===== config.mk =====
export PLATFORM = sky130hd
export DESIGN_NAME = serial_uart_data_port
export DESIGN_NICKNAME = d
export VERILOG_FILES = /design/src/core/uart_pkg.sv /design/src/core/serial_uart_data_port.sv
export SDC_FILE = /design/constraint.sdc
export NUM_CORES = 1
export LEC_CHECK = 0
export BUFFER_PORTS_ARGS = -buffer_cell sky130_fd_sc_hd__buf_2
export CORE_MARGIN = 1
export CORE_UTILIZATION = 45
export CTS_CLUSTER_DIAMETER = 30
export DETAILED_ROUTE_END_ITERATION = 8
export GPL_TIMING_DRIVEN = 0
export SLEW_MARGIN = 20
export SYNTH_ARGS = -nofsm -noshare
export SYNTH_HDL_FRONTEND = slang
export SYNTH_SLANG_ARGS = --single-unit

===== constraint.sdc =====
create_clock -name clk -period 4 [get_ports clk]
set_input_delay 0.6 -clock clk [delete_from_list [all_inputs] [get_ports clk]]
set_output_delay 0.6 -clock clk [all_outputs]
set_load 0.1 [all_outputs]

===== src/core/uart_pkg.sv =====
/*
  constants, field layouts, types and helpers for the serial-port uart.
  assumes a single 50 MHz clock domain; all pins are sampled into it.
*/
package uart_pkg;
  localparam int          XFER_LAST   = 15;
  localparam logic [1:0]  CMD_WR_CFG  = 2'h3;
  localparam logic [1:0]  CMD_RD_CFG  = 2'h1;
  localparam logic [1:0]  CMD_WR_DATA = 2'h2;
  localparam logic [1:0]  CMD_RD_DATA = 2'h0;
  localparam int          CMD_HI      = 15;
  localparam int          CMD_LO      = 14;
  localparam int          CFG_TEST    = 0;
  localparam int          WD_INHIBIT  = 10;
  localparam int          WD_RTS      = 9;
  localparam int          WD_PARITY   = 8;
  localparam int          WD_BYTE7    = 7;
  localparam int          RSP_AVAIL   = 15;
  localparam int          RSP_VACANT  = 14;
  localparam int          PIN_SCLK    = 0;
  localparam int          PIN_CS      = 1;
  localparam int          PIN_DIN     = 2;
  localparam int          PIN_RX      = 3;
  localparam int          PIN_CTS     = 4;
  localparam int          PIN_OSC     = 5;
  localparam logic [5:0]  PIN_IDLE    = 6'h1a;
  localparam logic [3:0]  OVS_LAST    = 4'hf;
  localparam logic [3:0]  HALF_BIT    = 4'h7;
  localparam int          FIFO_DEPTH  = 8;
  localparam int          ENTRY_W     = 9;
  localparam logic [13:0] CFG_RESET   = 14'h0000;

  typedef struct packed {
    logic       parity;
    logic [7:0] data;
  } rx_entry_t;

  typedef struct packed {
    logic       fifo_disable;
    logic       sleep_request;
    logic       tx_empty_mask;
    logic       rx_avail_mask;
    logic       parity_mask;
    logic       flag_mask;
    logic       irda;
    logic       extra_end_bit;
    logic       parity_on;
    logic       word_size;
    logic [3:0] rate_select;
  } cfg_t;

  typedef enum logic [3:0] {
    LN_IDLE  = 4'h1,
    LN_START = 4'h2,
    LN_BITS  = 4'h4,
    LN_STOP  = 4'h8
  } line_state_t;

  // low codes are powers of two, high codes three times those
  function automatic logic [8:0] rate_divider(input logic [3:0] sel);
    rate_divider = sel[3] ? (9'h003 << sel[2:0]) : (9'h001 << sel[2:0]);
  endfunction

  // data bits plus optional parity bit
  function automatic logic [3:0] frame_bits(input cfg_t c);
    frame_bits = (c.word_size ? 4'h7 : 4'h8) + {3'h0, c.parity_on};
  endfunction
endpackage


===== src/core/serial_uart_data_port.sv =====
/*
  serial-port uart: fifo and top module.
  assumes pins arrive asynchronous to clk; sclk far slower than clk.
*/
// Summary of operation
// RULE_01: command 01 returns stored configuration
// RULE_02: extra_end_bit sends two stop bits
// RULE_03: parity_on adds parity on both directions
// RULE_04: word_size picks seven or eight bits
// RULE_05: readback bit0 drives baud clock on rts
// RULE_06: command 10 transmits tx_byte, bit7 masked
// RULE_07: send_inhibit only updates the rts pin
// RULE_08: parity_out_value sent only with parity
// RULE_09: response bit9 is inverted cts pin
// RULE_10: response bit8 is received parity
// RULE_11: response low byte is rx_byte
// RULE_12: bit15 shows data waiting or reading
// RULE_13: bit14 shows transmit buffer empty
// RULE_14: bit10 frame error or line activity
// RULE_15: bit15 at cs fall, shift on falls
// RULE_16: baud generator gives sixteen times clock
// RULE_17: rate_select maps to divisor table
// RULE_18: data access releases cleared interrupt
// RULE_19: eight word receive fifo
// RULE_20: entering shutdown empties the fifo
// RULE_21: fifo_disable turns receive fifo off
// RULE_22: command 11 writes configuration fields
// RULE_23: irq held while data waits and masked in
// RULE_24: frame error set, cleared on good frame
// RULE_25: data access clears transmit empty source
// RULE_26: sixteen sclk cycles, sample on rise
// RULE_27: data access pops the oldest entry
`timescale 1ns/1ps

module sync_fifo #(
  parameter int WIDTH = 9,
  parameter int DEPTH = 8
) (
  input  wire logic             clk,
  input  wire logic             reset,
  input  wire logic             flush,
  input  wire logic             in_valid,
  output logic                  in_ready,
  input  wire logic [WIDTH-1:0] in_data,
  output logic                  out_valid,
  input  wire logic             out_ready,
  output logic      [WIDTH-1:0] out_data
);
  localparam int AW = $clog2(DEPTH);
  logic [WIDTH-1:0] mem [DEPTH];
  logic [AW-1:0]    wr_ptr_ff;
  logic [AW-1:0]    rd_ptr_ff;
  logic [AW:0]      count_ff;
  logic             push;
  logic             pop;

  assign in_ready  = (count_ff != (AW+1)'(DEPTH));
  assign out_valid = (count_ff != '0);
  assign push      = in_valid && in_ready;
  assign pop       = out_valid && out_ready;
  assign out_data  = mem[rd_ptr_ff];

  always_ff @(posedge clk) begin
    if (push) begin
      mem[wr_ptr_ff] <= in_data;
    end
  end

  always_ff @(posedge clk) begin
    if (reset || flush) begin
      wr_ptr_ff <= '0;
      rd_ptr_ff <= '0;
      count_ff  <= '0;
    end else begin
      if (push) begin
        wr_ptr_ff <= (wr_ptr_ff == AW'(DEPTH-1)) ? '0 : wr_ptr_ff + 1'b1;
      end
      if (pop) begin
        rd_ptr_ff <= (rd_ptr_ff == AW'(DEPTH-1)) ? '0 : rd_ptr_ff + 1'b1;
      end
      count_ff <= count_ff + {{AW{1'b0}}, push} - {{AW{1'b0}}, pop};
    end
  end
endmodule

module serial_uart_data_port (
  input  wire logic clk,
  input  wire logic reset,
  input  wire logic osc_input,
  input  wire logic sclk,
  input  wire logic cs_n,
  input  wire logic din,
  output logic      dout,
  output logic      dout_oe,
  output logic      irq_n,
  input  wire logic rx,
  output logic      tx,
  input  wire logic cts_n,
  output logic      rts_n
);
  import uart_pkg::*;

  logic [5:0]       sy1_ff;
  logic [5:0]       sy2_ff;
  logic [5:0]       sy3_ff;
  logic [5:0]       pin_ff;
  logic [5:0]       pin_prev_ff;
  logic [5:0]       rise;
  logic [5:0]       fall;
  logic             cs_low;
  logic             sclk_rise;
  logic             sclk_fall;
  logic [4:0]       bit_cnt_ff;
  logic [15:0]      in_sr_ff;
  logic [15:0]      out_sr_ff;
  logic [1:0]       cmd_ff;
  logic [15:0]      word;
  logic             word_done;
  logic             data_access;
  logic [13:0]      payload;
  cfg_t             cfg_ff;
  logic             test_ff;
  logic             rts_ff;
  logic             rts_n_ff;
  logic             sleep_state_ff;
  logic             entering_sleep;
  logic             flag_ff;
  logic             reading_ff;
  logic             data_avail;
  logic             tx_empty_src_ff;
  logic             tx_buf_valid_ff;
  logic             tx_buf_prev_ff;
  rx_entry_t        tx_buf_ff;
  logic [8:0]       div_cnt_ff;
  logic [8:0]       divider;
  logic             tick;
  logic             clk16;
  line_state_t      tx_state_ff;
  logic [3:0]       tx_tick_ff;
  logic [3:0]       tx_idx_ff;
  logic [8:0]       tx_sr_ff;
  logic             tx_line_ff;
  logic             tx_second_ff;
  logic             tx_take;
  line_state_t      rx_state_ff;
  logic [3:0]       rx_tick_ff;
  logic [3:0]       rx_idx_ff;
  logic [8:0]       rx_sr_ff;
  logic             rx_push;
  logic             rx_good;
  rx_entry_t        rx_entry;
  rx_entry_t        head;
  logic [ENTRY_W-1:0] head_raw;
  logic             fifo_in_ready;
  logic             fifo_out_valid;
  logic             fifo_flush;
  logic             fifo_pop;
  logic [8:0]       rx_aligned;

  // pin sampling: a change counts once stages two and three agree
  always_ff @(posedge clk) begin
    if (reset) begin
      sy1_ff      <= PIN_IDLE;
      sy2_ff      <= PIN_IDLE;
      sy3_ff      <= PIN_IDLE;
      pin_ff      <= PIN_IDLE;
      pin_prev_ff <= PIN_IDLE;
    end else begin
      sy1_ff      <= {osc_input, cts_n, rx, din, cs_n, sclk};
      sy2_ff      <= sy1_ff;
      sy3_ff      <= sy2_ff;
      pin_ff      <= (~(sy2_ff ^ sy3_ff) & sy3_ff)
                   | ((sy2_ff ^ sy3_ff) & pin_ff);
      pin_prev_ff <= pin_ff;
    end
  end

  assign rise      = pin_ff & ~pin_prev_ff;
  assign fall      = ~pin_ff & pin_prev_ff;
  assign cs_low    = !pin_ff[PIN_CS];
  assign sclk_rise = rise[PIN_SCLK] && cs_low;
  assign sclk_fall = fall[PIN_SCLK] && cs_low;
  assign word      = {in_sr_ff[14:0], pin_ff[PIN_DIN]};
  assign word_done = sclk_rise && (bit_cnt_ff == 5'(XFER_LAST)); // RULE_26
  assign data_access = word_done && !word[CMD_LO];

  assign head       = rx_entry_t'(head_raw);
  assign data_avail = fifo_out_valid || reading_ff; // RULE_12

  // response low bits chosen once the command bits are in
  always_comb begin
    payload = '0;
    unique case ({in_sr_ff[0], pin_ff[PIN_DIN]})
      CMD_RD_CFG: begin
        payload = cfg_ff; // RULE_01
        payload[12] = sleep_state_ff; // RULE_21
      end
      CMD_WR_DATA, CMD_RD_DATA: begin
        payload[10] = flag_ff; // RULE_14
        payload[9]  = !pin_ff[PIN_CTS]; // RULE_09
        payload[8]  = fifo_out_valid && head.parity; // RULE_10
        payload[7:0] = fifo_out_valid ? head.data : 8'h00; // RULE_11
        if (cfg_ff.word_size) begin
          payload[7] = 1'b0; // RULE_11
        end
      end
      CMD_WR_CFG: payload = '0;
    endcase
  end

  // serial port shift logic
  always_ff @(posedge clk) begin
    if (reset) begin
      bit_cnt_ff <= '0;
      in_sr_ff   <= '0;
      out_sr_ff  <= '0;
      cmd_ff     <= CMD_RD_DATA;
    end else if (!cs_low) begin
      bit_cnt_ff <= '0;
    end else if (fall[PIN_CS]) begin
      bit_cnt_ff <= '0;
      out_sr_ff  <= {data_avail, !tx_buf_valid_ff, 14'h0000}; // RULE_15
    end else if (sclk_rise) begin
      bit_cnt_ff <= bit_cnt_ff + 5'h01;
      in_sr_ff   <= word; // RULE_26
      if (bit_cnt_ff == 5'h01) begin
        cmd_ff           <= {in_sr_ff[0], pin_ff[PIN_DIN]};
        out_sr_ff[14:1]  <= payload;
      end
    end else if (sclk_fall) begin
      out_sr_ff <= {out_sr_ff[14:0], 1'b0}; // RULE_15
    end
  end

  assign dout    = out_sr_ff[15];
  assign dout_oe = cs_low;

  // configuration, test mode and rts state
  always_ff @(posedge clk) begin
    if (reset) begin
      cfg_ff  <= cfg_t'(CFG_RESET); // RULE_21
      test_ff <= 1'b0;
      rts_ff  <= 1'b0;
    end else if (word_done) begin
      test_ff <= (word[CMD_HI:CMD_LO] == CMD_RD_CFG) && word[CFG_TEST]; // RULE_05
      if (word[CMD_HI:CMD_LO] == CMD_WR_CFG) begin
        cfg_ff <= cfg_t'(word[13:0]); // RULE_22
      end
      if (word[CMD_HI:CMD_LO] == CMD_WR_DATA) begin
        rts_ff <= word[WD_RTS]; // RULE_07
      end
    end
  end

  // while cs is low, test mode puts the 16x clock on rts and holds tx low
  always_ff @(posedge clk) begin
    if (reset) begin
      rts_n_ff <= 1'b1;
    end else begin
      rts_n_ff <= (test_ff && cs_low) ? clk16 : !rts_ff; // RULE_05
    end
  end
  assign rts_n = rts_n_ff;
  assign tx    = (test_ff && cs_low) ? 1'b0 : tx_line_ff;

  // baud generator counting oscillator edges
  assign divider = rate_divider(cfg_ff.rate_select); // RULE_17
  assign tick    = rise[PIN_OSC] && (div_cnt_ff == divider - 9'h001)
                   && !sleep_state_ff; // RULE_16
  assign clk16   = (divider == 9'h001) ? pin_ff[PIN_OSC]
                 : (div_cnt_ff < (divider >> 1));

  always_ff @(posedge clk) begin
    if (reset) begin
      div_cnt_ff <= '0;
    end else if (rise[PIN_OSC]) begin
      div_cnt_ff <= (div_cnt_ff >= divider - 9'h001) ? 9'h000
                  : div_cnt_ff + 9'h001; // RULE_16
    end
  end

  // software shutdown once transmit side has drained
  assign entering_sleep = cfg_ff.sleep_request && !sleep_state_ff
                       && (tx_state_ff == LN_IDLE) && !tx_buf_valid_ff;
  always_ff @(posedge clk) begin
    if (reset) begin
      sleep_state_ff <= 1'b0;
    end else if (!cfg_ff.sleep_request) begin
      sleep_state_ff <= 1'b0;
    end else if (entering_sleep) begin
      sleep_state_ff <= 1'b1;
    end
  end

  // transmit buffer: loaded by write data, taken by the transmitter
  assign tx_take = (tx_state_ff == LN_IDLE) && tx_buf_valid_ff
                && !sleep_state_ff;
  always_ff @(posedge clk) begin
    if (reset) begin
      tx_buf_valid_ff <= 1'b0;
      tx_buf_ff       <= '0;
    end else if (word_done && word[CMD_HI:CMD_LO] == CMD_WR_CFG) begin
      tx_buf_valid_ff <= 1'b0;
    end else if (word_done && word[CMD_HI:CMD_LO] == CMD_WR_DATA
                 && !word[WD_INHIBIT]) begin // RULE_07
      tx_buf_valid_ff <= 1'b1; // RULE_06
      tx_buf_ff.parity <= word[WD_PARITY];
      tx_buf_ff.data   <= {word[WD_BYTE7] && !cfg_ff.word_size,
                           word[6:0]}; // RULE_06
    end else if (tx_take) begin
      tx_buf_valid_ff <= 1'b0; // RULE_13
    end
  end

  // transmitter: start, data, optional parity, one or two stops
  always_ff @(posedge clk) begin
    if (reset) begin
      tx_state_ff  <= LN_IDLE;
      tx_tick_ff   <= '0;
      tx_idx_ff    <= '0;
      tx_sr_ff     <= '0;
      tx_line_ff   <= 1'b1;
      tx_second_ff <= 1'b0;
    end else begin
      unique case (tx_state_ff)
        LN_IDLE: begin
          tx_line_ff <= 1'b1;
          if (tx_take) begin
            tx_sr_ff    <= cfg_ff.word_size
                         ? {1'b0, tx_buf_ff.parity, tx_buf_ff.data[6:0]}
                         : tx_buf_ff; // RULE_08
            tx_line_ff  <= 1'b0;
            tx_tick_ff  <= '0;
            tx_state_ff <= LN_START;
          end
        end
        LN_START: if (tick) begin
          tx_tick_ff <= tx_tick_ff + 4'h1;
          if (tx_tick_ff == OVS_LAST) begin
            tx_line_ff  <= tx_sr_ff[0];
            tx_sr_ff    <= {1'b0, tx_sr_ff[8:1]};
            tx_idx_ff   <= '0;
            tx_state_ff <= LN_BITS;
          end
        end
        LN_BITS: if (tick) begin
          tx_tick_ff <= tx_tick_ff + 4'h1;
          if (tx_tick_ff == OVS_LAST) begin
            tx_idx_ff <= tx_idx_ff + 4'h1;
            if (tx_idx_ff == frame_bits(cfg_ff) - 4'h1) begin // RULE_03 RULE_04
              tx_line_ff   <= 1'b1;
              tx_second_ff <= 1'b0;
              tx_state_ff  <= LN_STOP;
            end else begin
              tx_line_ff <= tx_sr_ff[0];
              tx_sr_ff   <= {1'b0, tx_sr_ff[8:1]};
            end
          end
        end
        LN_STOP: if (tick) begin
          tx_tick_ff <= tx_tick_ff + 4'h1;
          if (tx_tick_ff == OVS_LAST) begin
            if (cfg_ff.extra_end_bit && !tx_second_ff) begin
              tx_second_ff <= 1'b1; // RULE_02
            end else begin
              tx_state_ff <= LN_IDLE;
            end
          end
        end
      endcase
    end
  end

  // receiver: mid-bit sampling on the 16x tick
  assign rx_aligned = rx_sr_ff >> (4'h9 - frame_bits(cfg_ff));
  always_comb begin
    rx_entry.data   = cfg_ff.word_size ? {1'b0, rx_aligned[6:0]}
                                       : rx_aligned[7:0]; // RULE_04
    rx_entry.parity = cfg_ff.parity_on
                    && rx_aligned[frame_bits(cfg_ff) - 4'h1]; // RULE_03
  end
  assign rx_good = (rx_state_ff == LN_STOP) && tick
                && (rx_tick_ff == OVS_LAST) && pin_ff[PIN_RX];
  assign rx_push = rx_good && (!cfg_ff.fifo_disable || !fifo_out_valid); // RULE_21

  always_ff @(posedge clk) begin
    if (reset || sleep_state_ff) begin
      rx_state_ff <= LN_IDLE;
      rx_tick_ff  <= '0;
      rx_idx_ff   <= '0;
      rx_sr_ff    <= '0;
    end else begin
      unique case (rx_state_ff)
        LN_IDLE: if (tick && !pin_ff[PIN_RX]) begin
          rx_tick_ff  <= '0;
          rx_state_ff <= LN_START;
        end
        LN_START: if (tick) begin
          rx_tick_ff <= rx_tick_ff + 4'h1;
          if (rx_tick_ff == HALF_BIT) begin
            rx_tick_ff  <= '0;
            rx_idx_ff   <= '0;
            rx_state_ff <= pin_ff[PIN_RX] ? LN_IDLE : LN_BITS;
          end
        end
        LN_BITS: if (tick) begin
          rx_tick_ff <= rx_tick_ff + 4'h1;
          if (rx_tick_ff == OVS_LAST) begin
            rx_sr_ff  <= {pin_ff[PIN_RX], rx_sr_ff[8:1]};
            rx_idx_ff <= rx_idx_ff + 4'h1;
            if (rx_idx_ff == frame_bits(cfg_ff) - 4'h1) begin
              rx_state_ff <= LN_STOP;
            end
          end
        end
        LN_STOP: if (tick) begin
          rx_tick_ff <= rx_tick_ff + 4'h1;
          if (rx_tick_ff == OVS_LAST) begin
            rx_state_ff <= LN_IDLE;
          end
        end
      endcase
    end
  end

  // frame error in normal mode, line activity while asleep; events win
  always_ff @(posedge clk) begin
    if (reset || entering_sleep
        || (!cfg_ff.sleep_request && sleep_state_ff)) begin
      flag_ff <= 1'b0;
    end else if (sleep_state_ff && (rise[PIN_RX] || fall[PIN_RX])) begin
      flag_ff <= 1'b1; // RULE_14
    end else if (!sleep_state_ff && (rx_state_ff == LN_STOP) && tick
                 && (rx_tick_ff == OVS_LAST)) begin
      flag_ff <= !pin_ff[PIN_RX]; // RULE_24
    end else if (word_done && word[CMD_HI:CMD_LO] == CMD_WR_CFG) begin
      flag_ff <= 1'b0;
    end
  end

  assign fifo_flush = entering_sleep // RULE_20
                   || (word_done && word[CMD_HI:CMD_LO] == CMD_WR_CFG);
  assign fifo_pop   = data_access && fifo_out_valid; // RULE_27

  sync_fifo #(
    .WIDTH (ENTRY_W),
    .DEPTH (FIFO_DEPTH)
  ) rx_fifo ( // RULE_19
    .clk       (clk),
    .reset     (reset),
    .flush     (fifo_flush),
    .in_valid  (rx_push),
    .in_ready  (fifo_in_ready),
    .in_data   (rx_entry),
    .out_valid (fifo_out_valid),
    .out_ready (fifo_pop),
    .out_data  (head_raw)
  );

  // read in progress keeps data_avail up until cs rises
  always_ff @(posedge clk) begin
    if (reset || rise[PIN_CS] || fifo_flush) begin
      reading_ff <= 1'b0;
    end else if (fifo_pop) begin
      reading_ff <= 1'b1; // RULE_12
    end
  end

  // transmit-empty source: set wins over the data access clear
  always_ff @(posedge clk) begin
    if (reset) begin
      tx_buf_prev_ff  <= 1'b0;
      tx_empty_src_ff <= 1'b0;
    end else begin
      tx_buf_prev_ff <= tx_buf_valid_ff;
      if (tx_buf_prev_ff && !tx_buf_valid_ff) begin
        tx_empty_src_ff <= 1'b1;
      end else if (data_access) begin
        tx_empty_src_ff <= 1'b0; // RULE_25
      end
    end
  end

  // data, parity and flag levels plus the held transmit-empty source, which data access clears
  always_ff @(posedge clk) begin
    if (reset) begin
      irq_n <= 1'b1;
    end else begin
      irq_n <= !((cfg_ff.rx_avail_mask && data_avail) // RULE_23
              || (cfg_ff.tx_empty_mask && tx_empty_src_ff) // RULE_18
              || (cfg_ff.parity_mask && fifo_out_valid && head.parity)
              || (cfg_ff.flag_mask && flag_ff));
    end
  end

  logic unused_ok;
  assign unused_ok = fifo_in_ready & cfg_ff.irda & cmd_ff[0];
endmodule


== Word-level counts from Yosys, hierarchy flattened ==
Memory sizes are Yosys's and may differ from the RTL's. A register that Yosys moved wholly into a read port is not among the register bits.
Index checks and enable logic that the tools add are counted.
Storage, ports and cells
  register bits: 162
  latch bits: 0
  RAM bits: 72
  ROM bits: 0
  output and inout bits: 5
  word-level logic and storage cells: 320
  memories kept: 1
Operators by class
  add/sub/neg operators: 14
  multipliers: 0
  divide/modulo/power cells: 0
  $lt $le $gt $ge: 3
  eq/ne operators: 49
  shift-type cells: 3
  muxes and demuxes: 92
  bitwise gates (word level): 13
  reductions and logical operators: 99
Memories
  rx_fifo.mem: words 8, width 9, read ports 1, clocked after memory_dff 1, wr ports 1, line serial_uart_data_port.sv:50  | logic [WIDTH-1:0] mem [DEPTH];
Operators with widths (count)
  4-bit 2-to-1 mux: 32
  9-bit 2-to-1 mux: 9
  1-bit logical AND: 39
  2-bit != test, second input constant: 19
  11-bit one-hot mux with 3 select lines: 1
  16-bit 2-to-1 mux: 2
  4-bit one-hot mux with 4 select lines: 2
  1-bit 2-to-1 mux: 28
  14-bit 2-to-1 mux: 2
  9-bit one-hot mux with 3 select lines: 1
  4-bit one-hot mux with 2 select lines: 3
  6-bit bitwise AND: 3
  3-bit 2-to-1 mux: 6
  4-bit by 1-bit adder with 4-bit output, second input constant: 4
  4-bit == test, second input constant: 4
  8-bit 2-to-1 mux: 2
  3-bit AND reduction: 5
  5-bit AND reduction: 3
  1-bit zero test: 14
  7-bit AND reduction: 2
  1-bit logical OR: 13
  4-bit by 3-bit == test with 1-bit output, second input constant: 3
  6-bit NOT: 2
  4-bit one-hot mux with 3 select lines: 1
  other kinds (44): 73

== Logic depth before layout (Yosys ltp) ==
  word-level depth: 13
  mapped depth: 16
  gate-level depth less buffers: 14

== Modules after synthesis ==
A second synthesis with hierarchy kept.
Unflattened totals
  cells, all modules: 1041
  area, all modules: 10822.9 µm²
By module, submodules not included
  serial_uart_data_port: times used 1, cells an instance 860, area each 7353.3 µm², sequential area each 2982.9 µm²
  sync_fifo: times used 1, cells an instance 181, area each 3469.6 µm², sequential area each 2422.3 µm²

== Worst setup path after synthesis ==
OpenSTA, ideal clock, no wires.
  kind: reg-to-reg
  from: reg cfg_ff[0] (netlist name)
  to: mem rx_fifo.mem[1][0] (enable)
  arrival: 3.464 ns
  data required time: 3.597 ns
  slack: 0.133 ns
  stages on the path, launching flop included: 12
  path buffers: 3
  path through: dfxtp_1 clkbuf_1 clkbuf_1 o21ai_0 ha_1 inv_1 ha_1 nand4b_4 nor3_1 buf_2 nand3_1 nor4b_1
Between the ends
  word-level cells in the longest chain between the ends: 13
RTL lines
  from (decl): line serial_uart_data_port.sv:121  | cfg_t cfg_ff;
  from (signal assigned): line serial_uart_data_port.sv:241  | cfg_ff <= cfg_t'(CFG_RESET);
  from (signal assigned): line serial_uart_data_port.sv:247  | cfg_ff <= cfg_t'(word[13:0]);
  2-bit by 3-bit << shifter with 9-bit output or 1-bit by 3-bit << shifter with 9-bit output (tied branches): line uart_pkg.sv:61  | rate_divider = sel[3] ? (9'h003 << sel[2:0]) : (9'h001 << sel[2:0]);
  9-bit 2-to-1 mux (*): line uart_pkg.sv:61
  9-bit by 1-bit subtractor with 9-bit output (*): line serial_uart_data_port.sv:268  | assign tick = rise[PIN_OSC] && (div_cnt_ff == divider - 9'h001)
  9-bit == test (*): line serial_uart_data_port.sv:268
  1-bit logical AND (*): line serial_uart_data_port.sv:268
  1-bit logical AND (*): line serial_uart_data_port.sv:269  | && !sleep_state_ff;
  1-bit logical AND (*): line serial_uart_data_port.sv:382  | assign rx_good = (rx_state_ff == LN_STOP) && tick
  1-bit logical AND (*) (2 in a row): line serial_uart_data_port.sv:383  | && (rx_tick_ff == OVS_LAST) && pin_ff[PIN_RX];
  1-bit logical AND (*): line serial_uart_data_port.sv:384  | assign rx_push = rx_good && (!cfg_ff.fifo_disable || !fifo_out_valid);
  1-bit logical AND (*): line serial_uart_data_port.sv:59  | assign push = in_valid && in_ready;
  1-bit 2-to-1 mux (*): line serial_uart_data_port.sv:64  | if (push) begin
  1-bit 2-to-1 mux (not written as such) (*): line serial_uart_data_port.sv:65  | mem[wr_ptr_ff] <= in_data;
  to (decl): line serial_uart_data_port.sv:50
Every way passes the cells marked *; elsewhere a longest branch is shown, timed or not.

== Worst setup path after layout ==
  from: reg cfg_ff[3] (netlist name)
  to: mem rx_fifo.mem[1][1] (enable)
Between the ends
  word-level cells in the longest chain between the ends: 12
RTL lines (line)
  9-bit 2-to-1 mux: uart_pkg.sv:61
  9-bit by 1-bit subtractor with 9-bit output: serial_uart_data_port.sv:268
  9-bit == test: serial_uart_data_port.sv:268
  1-bit logical AND: serial_uart_data_port.sv:268
  1-bit logical AND: serial_uart_data_port.sv:269
  1-bit logical AND: serial_uart_data_port.sv:382
  1-bit logical AND (2 in a row): serial_uart_data_port.sv:383
  1-bit logical AND: serial_uart_data_port.sv:384
  1-bit logical AND: serial_uart_data_port.sv:59
  1-bit 2-to-1 mux: serial_uart_data_port.sv:64
  1-bit 2-to-1 mux (not written as such): serial_uart_data_port.sv:65
No other way between the ends.

==> flow_summary.ini <==
[status]
outcome = completed

[cells_and_area]
layout_common_cells = dfxtp_1 (160), nand2_1 (126), a21oi_1 (85), nor2_1 (83), edfxtp_1 (72)
nets = 1199
multi_input_area_mm2 = 0.00521
fin_util = 0.561
final_area_mm2 = 0.0133
drive_above_1_share = 0.162
register_area_mm2 = 0.00541
final_common_cell = dfxtp_1
fill_cells = 2070
syn_to_final_growth_pct = 21.5
antenna_cells = 0

[timing]
hold_violations = 0
whs_ns = 0.239
finalClockSkew_ns = 0.0142
fin_crit_ns = 3.77
timing.fmax_mhz = 265
finalWorstSetupSlack_ns = 0.226
tightest_slew_ns = 0.801
slew_violations = 0
slew-limit-headroom = 0.452
setup_viol = 0
fin_crit_sh = 0.944

[pwr]
p_leak_nw = 4.60
peakVddDrop_uv = 415
powerDensity_mw_per_mm2 = 537

[grt]
overflow = 0
grt_pass1_wl_mm = 42.7
antenna_found_initial = 0
grt_pass1_vias = 8001
track_usage = 0.223
grt_max_degree = 15

[clock_tree]
cts_tree = built
ctsHtreeMaxLevel = 2
cts_buffers = 51
clockBufferDepth = 3
clk_pin_slew_ns = 0.05
clock_sinks = 234
cts-root-buf = clkbuf_16
clkLatencyLatePin_ns = 0.55

[floorplanning]
core_mm2 = 0.0236
die_x_um = 158
io_pins = 13
start_util = 0.462
die_area_mm2 = 0.0249
fp.dieH_um = 158
rows = 56

[critical_path]
cp_data_required_time_ns = 4.25
startpoint_type = register
crit_type = register to register
crit_fanout = 10
worstPathArrival_ns = 4.03
endpoint_kind = register

[routing]
routed-via-count = 8309
drc = 0
routed_wl_mm = 26.8
drt_iter0_drc = 490
first_pass_iters = 8
ant_nets = 0
wire_per_inst_um = 17.7
viasPerCell = 5.50

[placement]
placed_cell_area_mm2 = 0.0114
dp_slack_ns = -0.976
hpwlAfterDp_mm = 18.5
portBuffers = 12
gp_routability_congestion = 0.818

[logic_synthesis]
yosys.area.top_type_share = 0.297
syn_inst = 1079
synth-edff-count = 72
syn_nets = 1127
synth_fa_ha_area_frac = 0.0466
async_flop_share = 0
synth_ff_type = dfxtp_1
synth_area_leaders = dfxtp_1 (30%), edfxtp_1 (20%), ha_1 (4.5%)
synth_area_mm2 = 0.0109
yosys.area_share.simple = 0.182
synth_top_family_by_area = simple AND/OR/NAND/NOR gates
synth_compound_area_frac = 0.149
synth_cell_types = 81
ys_ff_latch = 234
synth_seq_area_share = 0.496
yosys.area.top_type = dfxtp_1
yosys_warnings = 0
synthMuxAreaShare = 0.0749
synth_xor_area_frac = 0.0161
syn_avg_cell_area_um2 = 10.1

[min_path]
holdCritPathClass = primary input to register

[job]
cap_viol_max_count = 0
==> logic make-up (layout without fill, tap and decap cells) <==
group	after synthesis	count (layout)
and+or+nand+nor	388	388
AOI/OAI and AO/OA	245	245
xor gates and xnor gates	20	20
muxes	60	60
buffers and inverters	92	206
adders and majority gates	40	40
DFF	234	234
==> final timing paths <==
path | to | cells after the start | startpoint | slack (ns)
worst min register to register | sy2_ff[3] | 1 | sy1_ff[3] | 0.40
worst max register to register | rx_fifo.mem[1][1] | 11 | cfg_ff[3] | 0.23
worst max-delay path | rx_fifo.mem[1][1] | 11 | cfg_ff[3] | 0.23
worst min-delay path | sy1_ff[4] | 2 | cts_n | 0.24
==> stage by stage <==
stage          total power (W)  std cells  setup TNS, ns
2_1_floorplan          0.00294       1079              0
3_3_place_gp           0.00305       1410        -100.67
3_5_place_dp           0.00305       1417         -43.35
4_1_cts                0.00717       1510         -0.295
5_1_grt                0.00734       1512      -0.000908
6_report               0.00712       1512              0
==> worst max-delay path, stage by stage (launching register included) <==
cell and delay, ns:
dfxtp_1 0.46, clkbuf_2 0.28, o21ai_0 0.13, ha_1 0.28
inv_1 0.04, ha_1 0.32, nand4b_4 0.16, nor3_4 0.32
clkbuf_4 0.31, nand3_2 0.23, nor4b_2 0.67, buf_4 0.29
==> report_power, final <==
part	internal [W]	switching, W	total, W	leakage, nW
sequential	0.00250	0.0000411	0.00254	1.95
clock	0.00279	0.00132	0.00411	0.840
combinational	0.000184	0.000286	0.000471	1.81
==> synthesized netlist by cell type (5+ instances only) <==
cell type    n
dfxtp_1    162
nand2_1    127
a21oi_1     85
nor2_1      84
edfxtp_1    72
clkbuf_1    45
mux2i_1     40
ha_1        39
o21ai_0     38
inv_1       28
nor2b_1     27
nand3_1     22
nor3_1      21
a211oi_1    20
mux4_2      17
nand2b_1    16
or2_2       16
a22oi_1     14
nand4_1     13
xor2_1      12
o22ai_1     11
o211ai_1    10
buf_2        9
xnor2_1      8
a21o_1       7
a311oi_1     7
nand3b_1     7
nor3b_1      7
o21a_1       7
or3_1        7
a31oi_1      5
and3_1       5
o21bai_1     5
==> flip-flops by register name (all words and copies together) (netlist names), 6 cells and up, named ones only <==
signal	flops
div_cnt_ff	9
rx_sr_ff	9
cfg_ff	14
rx_fifo.mem	72
sy2_ff	6
in_sr_ff	15
sy1_ff	6
tx_sr_ff	9
sy3_ff	6
tx_buf_ff	9
out_sr_ff	15
==> area by class of cell <==
class	count	area share
clock buffer	67	0.106
inverter	28	0.00793
tap	319	0.0301
clock inverter	28	0.0238
timing repair buffer	22	0.00982
buffer	61	0.0211
multi-input combinational	753	0.393
sequential	234	0.408
==> repair_timing <==
| item | in CTS | in global routing |
|---|---|---|
| hold buffers | 0 | 0 |
| setup endpoints to repair | 75 | 59 |
| setup buffers | 1 | 2 |
| pin swaps | 2 | 2 |
| gates resized for setup | 10 | 8 |
| gates cloned | 0 | 0 |
==> per-layer routing <==
metal | routed length [um] | global-route usage
met3 | 1150 | 0.0397
met4 | 714 | 0.0837
met1 | 12600 | 0.301
met2 | 12300 | 0.354
met5 | 0 | 0
No activity file was read; power rests on OpenSTA's default activity.
